==> src/inc/cpt_pkg.sv <==
// cpt_pkg: register map, field positions and mode encodings of one timer channel
// assumes a 16-bit register port and a single 125 MHz timer clock
`default_nettype none
package cpt_pkg;
	// ----------------------------------------------------------------
	// register indices (one per address)
	// ----------------------------------------------------------------
	localparam logic [4:0] ADDR_MODE = 5'h00;
	localparam logic [4:0] ADDR_CLOCK = 5'h01;
	localparam logic [4:0] ADDR_TRIG0 = 5'h02;
	localparam logic [4:0] ADDR_TRIG1 = 5'h03;
	localparam logic [4:0] ADDR_PERIOD = 5'h04;
	localparam logic [4:0] ADDR_CH0_RISE = 5'h05;
	localparam logic [4:0] ADDR_CH0_FALL = 5'h06;
	localparam logic [4:0] ADDR_CH1_RISE = 5'h07;
	localparam logic [4:0] ADDR_CH1_FALL = 5'h08;
	localparam logic [4:0] ADDR_COUNTER = 5'h09;
	localparam logic [4:0] ADDR_STATUS = 5'h0a;
	localparam logic [4:0] ADDR_START = 5'h0b;
	localparam logic [4:0] ADDR_STOP = 5'h0c;
	localparam logic [4:0] ADDR_UPDATE = 5'h0d;
	localparam logic [4:0] ADDR_CONTROL = 5'h0e;
	localparam logic [4:0] ADDR_AND_CFG = 5'h0f;
	localparam logic [4:0] ADDR_AND_EN = 5'h10;
	localparam logic [4:0] ADDR_DELAY = 5'h11;
	// ----------------------------------------------------------------
	// mode register fields
	// ----------------------------------------------------------------
	localparam int MODE_CAPTURE_BIT = 0;
	localparam int MODE_ONE_SHOT_BIT = 1;
	localparam int MODE_STOP_SYNC_BIT = 2;
	localparam int MODE_OSEL0_BIT = 3;
	localparam int MODE_OSEL1_BIT = 4;
	localparam int MODE_INV_A_BIT = 5;
	localparam int MODE_INV_B_BIT = 6;
	// ----------------------------------------------------------------
	// common register fields
	// ----------------------------------------------------------------
	localparam int START_BIT = 0;
	localparam int TRIG_EN_BIT = 1;
	localparam int STOP_BIT = 0;
	localparam int UPDATE_BIT = 0;
	localparam int FORCED_LOW_BIT = 0;
	localparam int AND_EN_LO_BIT = 0;
	localparam int AND_EN_HI_BIT = 1;
	// trigger cfg: [3:0] source, [4] start, [5] stop, [6] clear, [7] capture,
	// [9:8] edge (00 rise, 01 fall, 10 both)
	localparam int TRG_SRC_LSB = 0;
	localparam int TRG_START_BIT = 4;
	localparam int TRG_STOP_BIT = 5;
	localparam int TRG_CLEAR_BIT = 6;
	localparam int TRG_CAPTURE_BIT = 7;
	localparam int TRG_EDGE_LSB = 8;
	localparam logic [1:0] EDGE_RISE = 2'h0;
	localparam logic [1:0] EDGE_FALL = 2'h1;
	// ----------------------------------------------------------------
	// reset values and timing
	// ----------------------------------------------------------------
	localparam logic [15:0] PERIOD_RESET = 16'hffff;
	localparam logic [15:0] REG_ZERO = 16'h0000;
	localparam int START_SYNC_MAX_CYCLES = 4;
	localparam logic [1:0] START_SYNC_DEPTH = 2'h2;

	typedef struct packed {
		logic [15:0] period;
		logic [15:0] r0;
		logic [15:0] f0;
		logic [15:0] r1;
		logic [15:0] f1;
	} cpt_buf_s;
endpackage : cpt_pkg
`default_nettype wire

==> src/rtl/cpt_timer.sv <==
// cpt_timer: one 16-bit capture/pwm timer channel with register port
// assumes trigger and comparator inputs come from outside the clock domain
`default_nettype none
module cpt_timer
	import cpt_pkg::*;
#(
	parameter int WIDTH = 16,
	parameter int CLK_DIV_BITS = 8
) (
	// clock and reset
	input wire logic REF_CLK,
	input wire logic RESET_N,
	// register port
	input wire logic [4:0] ADDR,
	input wire logic [15:0] WDATA,
	input wire logic WR,
	input wire logic RD,
	output logic [15:0] RDATA,
	// trigger and output gate sources
	input wire logic [3:0] EXT_TRIG,
	input wire logic HOLD_TIMER_INT,
	input wire logic WATCHDOG_CLK,
	input wire logic CHANNEL_TRIG,
	input wire logic [1:0] COMP_INT,
	input wire logic [7:0] AND_SRC,
	// pins
	output logic OUTPUT_PIN_A,
	output logic OUTPUT_PIN_B,
	output logic RUNNING
);
	typedef enum logic [1:0] {ST_IDLE, ST_RUN, ST_DRAIN} cpt_state_e;

	// ----------------------------------------------------------------
	// registers
	// ----------------------------------------------------------------
	logic [15:0] mode_q, clock_q, trig0_q, trig1_q, delay_q, and_cfg_q;
	logic [1:0] and_en_q;
	logic forced_low_q, trig_en_q;
	cpt_buf_s shadow_q, active_q;
	logic [WIDTH-1:0] count_q;
	logic [15:0] rdata_q;
	cpt_state_e state_q;
	logic [1:0] start_sync_q;
	logic upd_pend_q;
	logic [CLK_DIV_BITS-1:0] div_q;
	logic [10:0] trg_meta_q, trg_sync_q, trg_prev_q;
	logic wave0_q, wave1_q, pin_a_q, pin_b_q;

	wire wr_mode = WR && ADDR == ADDR_MODE;
	wire wr_count = WR && ADDR == ADDR_COUNTER;
	wire wr_start = WR && ADDR == ADDR_START;
	wire wr_stop = WR && ADDR == ADDR_STOP;
	wire wr_update = WR && ADDR == ADDR_UPDATE;
	wire running = state_q != ST_IDLE;

	// ----------------------------------------------------------------
	// count clock enable from divider
	// ----------------------------------------------------------------
	// clock select low bits divide the timer clock by their value plus one
	wire tick = (div_q >= clock_q[CLK_DIV_BITS-1:0]);

	always_ff @(posedge REF_CLK or negedge RESET_N) begin
		if (!RESET_N) begin
			div_q <= '0;
		end else begin
			div_q <= tick ? '0 : div_q + 1'b1;
		end
	end

	// ----------------------------------------------------------------
	// trigger source synchronise and select
	// ----------------------------------------------------------------
	// source index: 0-3 external, 4 hold timer, 5 watchdog clock, 6-7 own waveforms,
	// 8 channel trigger, 9-10 comparators
	wire [10:0] trg_raw = {COMP_INT, CHANNEL_TRIG, wave1_q, wave0_q, WATCHDOG_CLK,
		HOLD_TIMER_INT, EXT_TRIG};

	always_ff @(posedge REF_CLK or negedge RESET_N) begin
		if (!RESET_N) begin
			trg_meta_q <= '0;
			trg_sync_q <= '0;
			trg_prev_q <= '0;
		end else begin
			trg_meta_q <= trg_raw;
			trg_sync_q <= trg_meta_q;
			trg_prev_q <= trg_sync_q;
		end
	end

	function automatic logic [1:0] edges(input logic [15:0] cfg, input logic [10:0] cur,
		input logic [10:0] prv);
		logic [3:0] sel;
		logic r, f;
		sel = cfg[TRG_SRC_LSB +: 4];
		r = (sel < 4'hb) ? (cur[sel] & ~prv[sel]) : 1'b0;
		f = (sel < 4'hb) ? (~cur[sel] & prv[sel]) : 1'b0;
		edges = {f, r};
	endfunction

	function automatic logic fire(input logic [15:0] cfg, input logic [1:0] e);
		logic [1:0] m;
		m = cfg[TRG_EDGE_LSB +: 2];
		fire = (m == EDGE_RISE) ? e[0] : (m == EDGE_FALL) ? e[1] : (e[0] | e[1]);
	endfunction

	wire [1:0] e0 = edges(trig0_q, trg_sync_q, trg_prev_q);
	wire [1:0] e1 = edges(trig1_q, trg_sync_q, trg_prev_q);
	wire f0 = trig_en_q && fire(trig0_q, e0);
	wire f1 = trig_en_q && fire(trig1_q, e1);
	wire t_start = (f0 && trig0_q[TRG_START_BIT]) || (f1 && trig1_q[TRG_START_BIT]);
	wire t_stop = (f0 && trig0_q[TRG_STOP_BIT]) || (f1 && trig1_q[TRG_STOP_BIT]);
	wire t_clear = (f0 && trig0_q[TRG_CLEAR_BIT]) || (f1 && trig1_q[TRG_CLEAR_BIT]);
	wire cap_rise = trig_en_q && mode_q[MODE_CAPTURE_BIT] && (trig0_q[TRG_CAPTURE_BIT] ?
		e0[0] : (trig1_q[TRG_CAPTURE_BIT] && e1[0]));
	wire cap_fall = trig_en_q && mode_q[MODE_CAPTURE_BIT] && (trig0_q[TRG_CAPTURE_BIT] ?
		e0[1] : (trig1_q[TRG_CAPTURE_BIT] && e1[1]));

	// ----------------------------------------------------------------
	// run control
	// ----------------------------------------------------------------
	wire sw_start = wr_start && WDATA[START_BIT];
	wire sw_stop = wr_stop && WDATA[STOP_BIT] && running;
	wire start_go = start_sync_q[1] || t_start;
	wire stop_req = sw_stop || (t_stop && running);
	wire overflow = tick && running && count_q >= active_q.period;
	wire drain_done = tick && count_q >= delay_q;

	// two-stage start pipe keeps the run status within four cycles of the write
	always_ff @(posedge REF_CLK or negedge RESET_N) begin
		if (!RESET_N) begin
			start_sync_q <= '0;
		end else begin
			start_sync_q <= {start_sync_q[0], sw_start};
		end
	end

	cpt_state_e state_d;
	always_comb begin
		state_d = state_q;
		case (state_q)
			ST_IDLE: begin
				if (start_go) begin
					state_d = ST_RUN;
				end
			end
			ST_RUN: begin
				if (stop_req && mode_q[MODE_STOP_SYNC_BIT]) begin
					state_d = ST_DRAIN;
				end else if (stop_req) begin
					state_d = ST_IDLE;
				end else if (overflow && mode_q[MODE_ONE_SHOT_BIT]) begin
					state_d = ST_IDLE;
				end
			end
			default: begin
				if (overflow) begin
					state_d = ST_DRAIN;
				end
				if (!overflow && drain_done && count_q < active_q.period) begin
					state_d = ST_IDLE;
				end
			end
		endcase
	end

	// drain waits for the period end before counting up to the delay value
	logic drain_wrap_q;
	// the drain ends on the first tick with the count at the delay value, which is then held
	wire drain_stop = state_q == ST_DRAIN && drain_wrap_q && drain_done;
	always_ff @(posedge REF_CLK or negedge RESET_N) begin
		if (!RESET_N) begin
			state_q <= ST_IDLE;
			drain_wrap_q <= 1'b0;
		end else begin
			drain_wrap_q <= (state_q == ST_DRAIN) ? (drain_wrap_q | overflow) : 1'b0;
			if (state_q == ST_DRAIN && !(drain_wrap_q && drain_done)) begin
				state_q <= ST_DRAIN;
			end else if (state_q == ST_DRAIN) begin
				state_q <= ST_IDLE;
			end else begin
				state_q <= state_d;
			end
		end
	end

	// ----------------------------------------------------------------
	// counter
	// ----------------------------------------------------------------
	// a write or a trigger clear wins over counting; the last drain count is kept
	always_ff @(posedge REF_CLK or negedge RESET_N) begin
		if (!RESET_N) begin
			count_q <= '0;
		end else if (wr_count || t_clear) begin
			count_q <= '0;
		end else if (overflow) begin
			count_q <= '0;
		end else if (tick && running && !drain_stop) begin
			count_q <= count_q + 1'b1;
		end
	end

	// ----------------------------------------------------------------
	// buffer update
	// ----------------------------------------------------------------
	// a pending update set wins over its clear, so no request is lost
	wire idle_start = state_q == ST_IDLE && start_go;
	wire load_now = idle_start || wr_count || (upd_pend_q && !running);
	wire load_cycle = upd_pend_q && overflow;

	always_ff @(posedge REF_CLK or negedge RESET_N) begin
		if (!RESET_N) begin
			upd_pend_q <= 1'b0;
			active_q <= '{PERIOD_RESET, REG_ZERO, REG_ZERO, REG_ZERO, REG_ZERO};
		end else begin
			if (wr_update && WDATA[UPDATE_BIT]) begin
				upd_pend_q <= 1'b1;
			end else if (load_now || load_cycle) begin
				upd_pend_q <= 1'b0;
			end
			if (load_now || load_cycle) begin
				active_q <= shadow_q;
			end
		end
	end

	// ----------------------------------------------------------------
	// register writes and capture
	// ----------------------------------------------------------------
	always_ff @(posedge REF_CLK or negedge RESET_N) begin
		if (!RESET_N) begin
			mode_q <= '0;
			clock_q <= '0;
			trig0_q <= '0;
			trig1_q <= '0;
			delay_q <= '0;
			and_cfg_q <= '0;
			and_en_q <= '0;
			forced_low_q <= 1'b0;
			trig_en_q <= 1'b0;
			shadow_q <= '{PERIOD_RESET, REG_ZERO, REG_ZERO, REG_ZERO, REG_ZERO};
		end else begin
			if (wr_mode) mode_q <= WDATA;
			if (WR && ADDR == ADDR_CLOCK) clock_q <= WDATA;
			if (WR && ADDR == ADDR_TRIG0) trig0_q <= WDATA;
			if (WR && ADDR == ADDR_TRIG1) trig1_q <= WDATA;
			if (WR && ADDR == ADDR_DELAY) delay_q <= WDATA;
			if (WR && ADDR == ADDR_AND_CFG) and_cfg_q <= WDATA;
			if (WR && ADDR == ADDR_AND_EN) and_en_q <= WDATA[1:0];
			if (WR && ADDR == ADDR_CONTROL) forced_low_q <= WDATA[FORCED_LOW_BIT];
			if (wr_start) trig_en_q <= WDATA[TRIG_EN_BIT];
			if (WR && ADDR == ADDR_PERIOD && WDATA != REG_ZERO) shadow_q.period <= WDATA;
			if (WR && ADDR == ADDR_CH0_RISE) shadow_q.r0 <= WDATA;
			if (WR && ADDR == ADDR_CH0_FALL) shadow_q.f0 <= WDATA;
			if (WR && ADDR == ADDR_CH1_RISE) shadow_q.r1 <= WDATA;
			if (WR && ADDR == ADDR_CH1_FALL) shadow_q.f1 <= WDATA;
			if (cap_rise) shadow_q.r0 <= count_q;
			if (cap_fall) shadow_q.f0 <= count_q;
		end
	end

	// ----------------------------------------------------------------
	// output gate sources synchronise
	// ----------------------------------------------------------------
	// gate sources come from pins and comparators outside this clock
	logic [7:0] and_meta_q, and_sync_q;

	always_ff @(posedge REF_CLK or negedge RESET_N) begin
		if (!RESET_N) begin
			and_meta_q <= '0;
			and_sync_q <= '0;
		end else begin
			and_meta_q <= AND_SRC;
			and_sync_q <= and_meta_q;
		end
	end

	// ----------------------------------------------------------------
	// waveform and pins
	// ----------------------------------------------------------------
	wire pwm = running && !mode_q[MODE_CAPTURE_BIT];
	wire [3:0] and_lo = and_en_q[0] ? and_cfg_q[3:0] : 4'h0;
	wire [3:0] and_hi = and_en_q[1] ? and_cfg_q[11:8] : 4'h0;
	wire gate_a = &(~and_lo | and_sync_q[3:0]);
	wire gate_b = &(~and_hi | and_sync_q[7:4]);
	wire sel_a = mode_q[MODE_OSEL0_BIT] ? wave1_q : wave0_q;
	wire sel_b = mode_q[MODE_OSEL1_BIT] ? wave0_q : wave1_q;

	always_ff @(posedge REF_CLK or negedge RESET_N) begin
		if (!RESET_N) begin
			wave0_q <= 1'b0;
			wave1_q <= 1'b0;
			pin_a_q <= 1'b0;
			pin_b_q <= 1'b0;
		end else begin
			// forced low and stop both park the waveforms ahead of the pin select
			if (forced_low_q || !pwm) begin
				wave0_q <= 1'b0;
				wave1_q <= 1'b0;
			end else if (tick) begin
				if (count_q == active_q.r0) wave0_q <= 1'b1;
				else if (count_q == active_q.f0) wave0_q <= 1'b0;
				if (count_q == active_q.r1) wave1_q <= 1'b1;
				else if (count_q == active_q.f1) wave1_q <= 1'b0;
			end
			pin_a_q <= (sel_a & gate_a) ^ mode_q[MODE_INV_A_BIT];
			pin_b_q <= (sel_b & gate_b) ^ mode_q[MODE_INV_B_BIT];
		end
	end

	// ----------------------------------------------------------------
	// read port
	// ----------------------------------------------------------------
	// read data stand for the one cycle after the strobe, zero otherwise
	logic [15:0] rd_mux;
	always_comb begin
		rd_mux = REG_ZERO;
		if (ADDR == ADDR_MODE) rd_mux = mode_q;
		else if (ADDR == ADDR_CLOCK) rd_mux = clock_q;
		else if (ADDR == ADDR_TRIG0) rd_mux = trig0_q;
		else if (ADDR == ADDR_TRIG1) rd_mux = trig1_q;
		else if (ADDR == ADDR_PERIOD) rd_mux = shadow_q.period;
		else if (ADDR == ADDR_CH0_RISE) rd_mux = shadow_q.r0;
		else if (ADDR == ADDR_CH0_FALL) rd_mux = shadow_q.f0;
		else if (ADDR == ADDR_CH1_RISE) rd_mux = shadow_q.r1;
		else if (ADDR == ADDR_CH1_FALL) rd_mux = shadow_q.f1;
		else if (ADDR == ADDR_COUNTER) rd_mux = count_q;
		else if (ADDR == ADDR_STATUS) rd_mux = {13'h0000, upd_pend_q, pin_b_q, running};
		else if (ADDR == ADDR_START) rd_mux = {14'h0000, trig_en_q, 1'b0};
		else if (ADDR == ADDR_CONTROL) rd_mux = {15'h0000, forced_low_q};
		else if (ADDR == ADDR_AND_CFG) rd_mux = and_cfg_q;
		else if (ADDR == ADDR_AND_EN) rd_mux = {14'h0000, and_en_q};
		else if (ADDR == ADDR_DELAY) rd_mux = delay_q;
	end

	always_ff @(posedge REF_CLK or negedge RESET_N) begin
		if (!RESET_N) begin
			rdata_q <= '0;
			RUNNING <= 1'b0;
		end else begin
			rdata_q <= RD ? rd_mux : REG_ZERO;
			RUNNING <= running;
		end
	end

	assign RDATA = rdata_q;
	assign OUTPUT_PIN_A = pin_a_q;
	assign OUTPUT_PIN_B = pin_b_q;
endmodule // cpt_timer
`default_nettype wire

==> config.mk <==
export PLATFORM = sky130hd
export DESIGN_NAME = cpt_timer
export DESIGN_NICKNAME = d
export VERILOG_FILES = /design/src/inc/cpt_pkg.sv /design/src/rtl/cpt_timer.sv
export SDC_FILE = /design/constraint.sdc
export NUM_CORES = 1
export LEC_CHECK = 0
export BUFFER_PORTS_ARGS = -buffer_cell sky130_fd_sc_hd__buf_4
export CAP_MARGIN = 20
export CORE_MARGIN = 2
export CORE_UTILIZATION = 45
export DETAILED_ROUTE_END_ITERATION = 16
export PLACE_DENSITY = 0.64
export SLEW_MARGIN = 5
export SYNTH_ARGS = -nofsm -noshare
export SYNTH_HDL_FRONTEND = slang
export SYNTH_SLANG_ARGS = --single-unit
==> constraint.sdc <==
create_clock -name REF_CLK -period 6.8 [get_ports REF_CLK]
set_clock_uncertainty 0.15 [all_clocks]
set_input_delay 0.68 -clock REF_CLK [delete_from_list [all_inputs] [get_ports REF_CLK]]
set_output_delay 0.68 -clock REF_CLK [all_outputs]
set_load 0.02 [all_outputs]
[Word-level counts from Yosys, hierarchy flattened]
Cells that the tools add are included.
Cells by class
  add/sub/neg operators: 2
  multipliers: 0
  divide/modulo/power cells: 0
  $lt $le $gt $ge: 8
  equal/unequal tests: 27
  shifts and indexed selects: 0
  mux-type cells: 67
  bitwise gates (word level): 19
  reductions and logical operators: 87
Operator list (number)
  $mux 16: 24
  $eq 16x16->1: 4
  $logic_and 1x1->1: 52
  $eq 5x4->1 const B: 8
  $ge 16x16->1: 2
  $mux 1: 27
  $eq 5x3->1 const B: 4
  $add 16x1->16 const B: 1
  $bmux 1 s4: 4
  $lt 16x16->1: 1
  $mux 2: 8
  $reduce_bool 16->1: 1
  $eq 5x2->1 const B: 2
  $eq 5x5->1 const B: 2
  $logic_or 1x1->1: 10
  $lt 4x5->1 const B: 2
  $reduce_bool 2->1: 5
  $reduce_bool 3->1: 3
  $add 8x1->8 const B: 1
  $ge 8x8->1: 1
  $lt 4x4->1 const B: 2
  $mux 4: 2
  $mux 8: 1
  $not 4->4: 2
  18 further kinds: 41
Storage, ports and cells
  register bits after elaboration: 360
  bits in latches: 0
  RAM bits: 0
  bits in read-only memories: 0
  memories kept: 0

[Longest topological paths before layout]
  depth in word-level cells: 18
  depth in mapped cells: 13
  gate-level depth less buffers: 10

[Worst setup path before layout]
Ideal clock, no wire load.
  kind: register to register
  from: register count_q[0]
  to: register active_q[0] (netlist bit)
  setup time: 0.125 ns
  arrival time: 2.713 ns
  required time: 6.525 ns
  slack: 3.812 ns
  stages on the path, launching flop included: 12
  path buffers: 2
  cells stage by stage: dfrtp_1 -> clkbuf_1 -> inv_1 -> ha_1 -> nand4_1 -> nor3_1 -> or3_1 -> o211a_1 -> a211oi_1 -> a21oi_4 -> buf_6 -> mux2_4
On the way
  word-level cells in the longest chain between the ends: 4
Ends and longest elaborated chain
  start, declared: line cpt_timer.sv:40  | logic [WIDTH-1:0] count_q;
  start signal, assigned: line cpt_timer.sv:198  | count_q <= count_q + 1'b1;
  $ge 16x16->1: line cpt_timer.sv:125  | wire overflow = tick && running && count_q >= active_q.period;
  $logic_and 1x1->1: line cpt_timer.sv:125
  $logic_and 1x1->1: line cpt_timer.sv:208  | wire load_cycle = upd_pend_q && overflow;
  $logic_or 1x1->1: line cpt_timer.sv:220  | if (load_now || load_cycle) begin
  end signal, assigned: line cpt_timer.sv:213  | active_q <= '{PERIOD_RESET, REG_ZERO, REG_ZERO, REG_ZERO, REG_ZERO};
  end signal, assigned: line cpt_timer.sv:221  | active_q <= shadow_q;
  end, declared: line cpt_timer.sv:39  | cpt_buf_s shadow_q, active_q;
Every way passes these cells.
A chain may end at the register's enable or synchronous reset.

[Worst setup path in the final report]
  from: register count_q[15]
  to: register active_q[45] (netlist bit)
Same word-level chain as after synthesis.

==> reports/results.txt <==
Critical Path RT: 7.08 ns
Tot Pwr: 0.00717 W
Setup CP Type: flop to flop
First-pass GRT wire length: 80000 µm
Asr flop ratio synth: 1.00
Pins over their slew limit: 0
Max clock buf depth: 3
CP max stage cell: buf_4
Post-CTS sizing: 0
Minimum clock period: 3.95 ns
Worst slew pin tran: 1.15 ns
Final wirelength: 52000 µm
CTS tree: built
Worst rel slew slack: 0.235
RSZ-0062 raised after global routing: no
Placed insts: 1931
Tcrit/Tclk final: 0.581
Die ar.: 40600 µm²
Fin nets: 1539
Post-synth top area share: 0.468
Num Clock Sinks: 360
Initial Util: 0.455
Layout cells sized above 1: 0.294
Post-synth top cells: dfrtp_1, mux2_2, mux2_4
Mapped Nets: 1512
Critical Path Max Stage Delay: 0.77 ns
Avg Cell Area, Syn: 12.3 µm²
Cts bufs inserted: 39
Vias post-DR: 12083
Num rows: 72
Synth area leaders: dfrtp_1, mux2_2, mux2_4
Finish-stage setup viols: 0
Drt pass-1 iters: 6
Top FF cell, synth: dfrtp_1
Htree depth: 2
CP Buf/Inv Count: 1
Root Driver: clkbuf_16
Final hold slack: -0.0163 ns
Clock Latency Late Sink: 0.56 ns
Worst Path Arrival: 4.24 ns
Top-count cell post-synth: dfrtp_1
DRT antenna net count: 0
Hold buffers post-CTS: 0
Port bufs: 60
Vias in the first global route: 12230
Height of the die: 201 µm
Top cell type by total area after synthesis: dfrtp_1
Drt wl/cell: 26.0 µm
#FFs+latches synth: 360
Worst-path fanout max: 50
Register area share after synthesis: 0.516
Post-CTS setup buffer count: 0
Max cap viols: 0
Cell area power density: 362 nW/µm²
Number of DRC markers in iteration 0: 1277
Worst reg2reg path depth: 9
Top-Level Pins: 61
Drt via density: 6.03
Leak: 8.88 nW
Crit. path cell count: 9
Post-synthesis cell type count: 75
Hold Vio Cnt, Final: 13
Area Growth Syn to Fin: 12.8%
CTS clk-pin slew, worst paths: 0.07 ns
Pin count of the biggest net entering global routing: 198
Core footprint: 38600 µm²
Post-Syn Instances: 1428
HP Class: input pin to async pin
Diode count: 0
Gpl congestion: 0.925
Cell area after synthesis: 17500 µm²
Worst-path cell chain: ha_1 > nand4_1 > or2_2 > nor3_1 > o211a_1 > a211oi_1 > a21oi_4 > buf_4 > mux2_4
Ys Warns: 0
Fmax: 253 MHz
Finished Layout Cells: 2004
VDD IR-drop max: 174 µV
Die W: 201 µm
Crit path max-delay family: simple AND/OR/NAND/NOR gates
Worst setup EP type: flop
GRT overflow: 0
Failing checks: hold timing
Setup TNS: 0 ns
Tot GR Track Use: 0.262
Status: finished with violations
Drc violations: 0
Post-synth EDFFs: 0
CP Launch Type: flop
Initial antenna violation count: 2
Hpwl dp: 35300 µm
-- layer usage --
layer  routed length [µm]  vias up  track usage  part of all wire
met5                    0        -            0                 0
met3                 4030      121       0.0458             0.077
met1                22700     6206        0.368              0.44
met4                 2180        0        0.116             0.042
met2                23100      524        0.397              0.44
li1                     -     5232            -                 -
-- cells in the final DEF (no fill, tap or decap), types with 5 or more instances in the layout --
cell type	count
xor2_1	11
o21ai_0	63
clkbuf_16	39
bufinv_16	7
nor4_1	10
clkbuf_1	6
nand2_1	69
a21o_1	8
buf_4	75
nand2b_1	6
mux2_2	162
nor2_1	59
o22ai_1	12
a22oi_1	16
a21oi_1	40
and3_1	10
nand4_1	29
ha_1	42
mux2i_1	43
mux2_4	79
dfrtp_1	328
inv_1	61
xnor2_1	68
a221o_1	15
or3_1	11
clkinv_2	8
a211oi_1	11
a31oi_1	11
a222oi_1	18
o221ai_1	7
nand3_1	21
clkbuf_8	7
nor3_1	8
dfstp_2	32
nor2b_1	5
a221oi_1	9
-- logic make-up (layout without fill, tap and decap cells) --
kind of cell	after synthesis	after routing	share of synthesized area
buf+inv	154	212	0.0375
fa+ha+maj	42	42	0.0300
mux	290	290	0.205
compound gates	250	250	0.100
flops	360	360	0.516
xor+xnor	79	79	0.0394
simple gates	253	253	0.0724
-- area by class of cell --
| class | instances | area, µm² |
|---|---|---|
| Clock buffer | 52 | 1090 |
| Sequential cell | 360 | 9050 |
| Clock inverter | 20 | 293 |
| Tap cell | 518 | 648 |
| Multi-Input combinational cell | 914 | 7840 |
| Inverter | 61 | 229 |
| Fill cell | 3379 | 18800 |
| Timing Repair Buffer | 79 | 641 |
-- through the flow --
| step | setup slack (ns) | instance area (µm²) | utilization |
|---|---|---|---|
| after global placement | 2.77 | 18400 | 0.476 |
| after floorplan | 3.81 | 17500 | - |
| after CTS | 2.89 | 19800 | 0.513 |
| final | 2.85 | 19800 | 0.513 |
| after detailed placement | 2.74 | 18400 | 0.477 |
| after global routing | 2.62 | 19800 | 0.513 |
-- power by group --
part | leakage, nW | switching (W) | internal, W | total, W
Combinational | 3.70 | 0.000746 | 0.000905 | 0.00165
Clock | 0.686 | 0.000909 | 0.00141 | 0.00231
Sequential | 4.49 | 0.000510 | 0.00269 | 0.00320
-- path summary, 6_finish.rpt --
kind,from,end,slack [ns]
setup / recovery,count_q[15],active_q[45],2.85
hold / removal,RESET_N,active_q[42],-0.02
setup reg to reg,count_q[15],active_q[45],2.85
hold reg to reg,trg_meta_q[6],trg_sync_q[6],0.20
max in group asynchronous,RESET_N,and_sync_q[7],4.92
min in group REF_CLK,WATCHDOG_CLK,trg_meta_q[5],0.07
-- flip-flops by register name, indices dropped and copies added (netlist names), 16 cells and up --
register and cells:
active_q 80, shadow_q 80, RDATA 16, and_cfg_q 16, clock_q 16, count_q 16, delay_q 16, mode_q 16
trig0_q 16, trig1_q 16
Note: power is estimated with default switching activity, not from simulation.
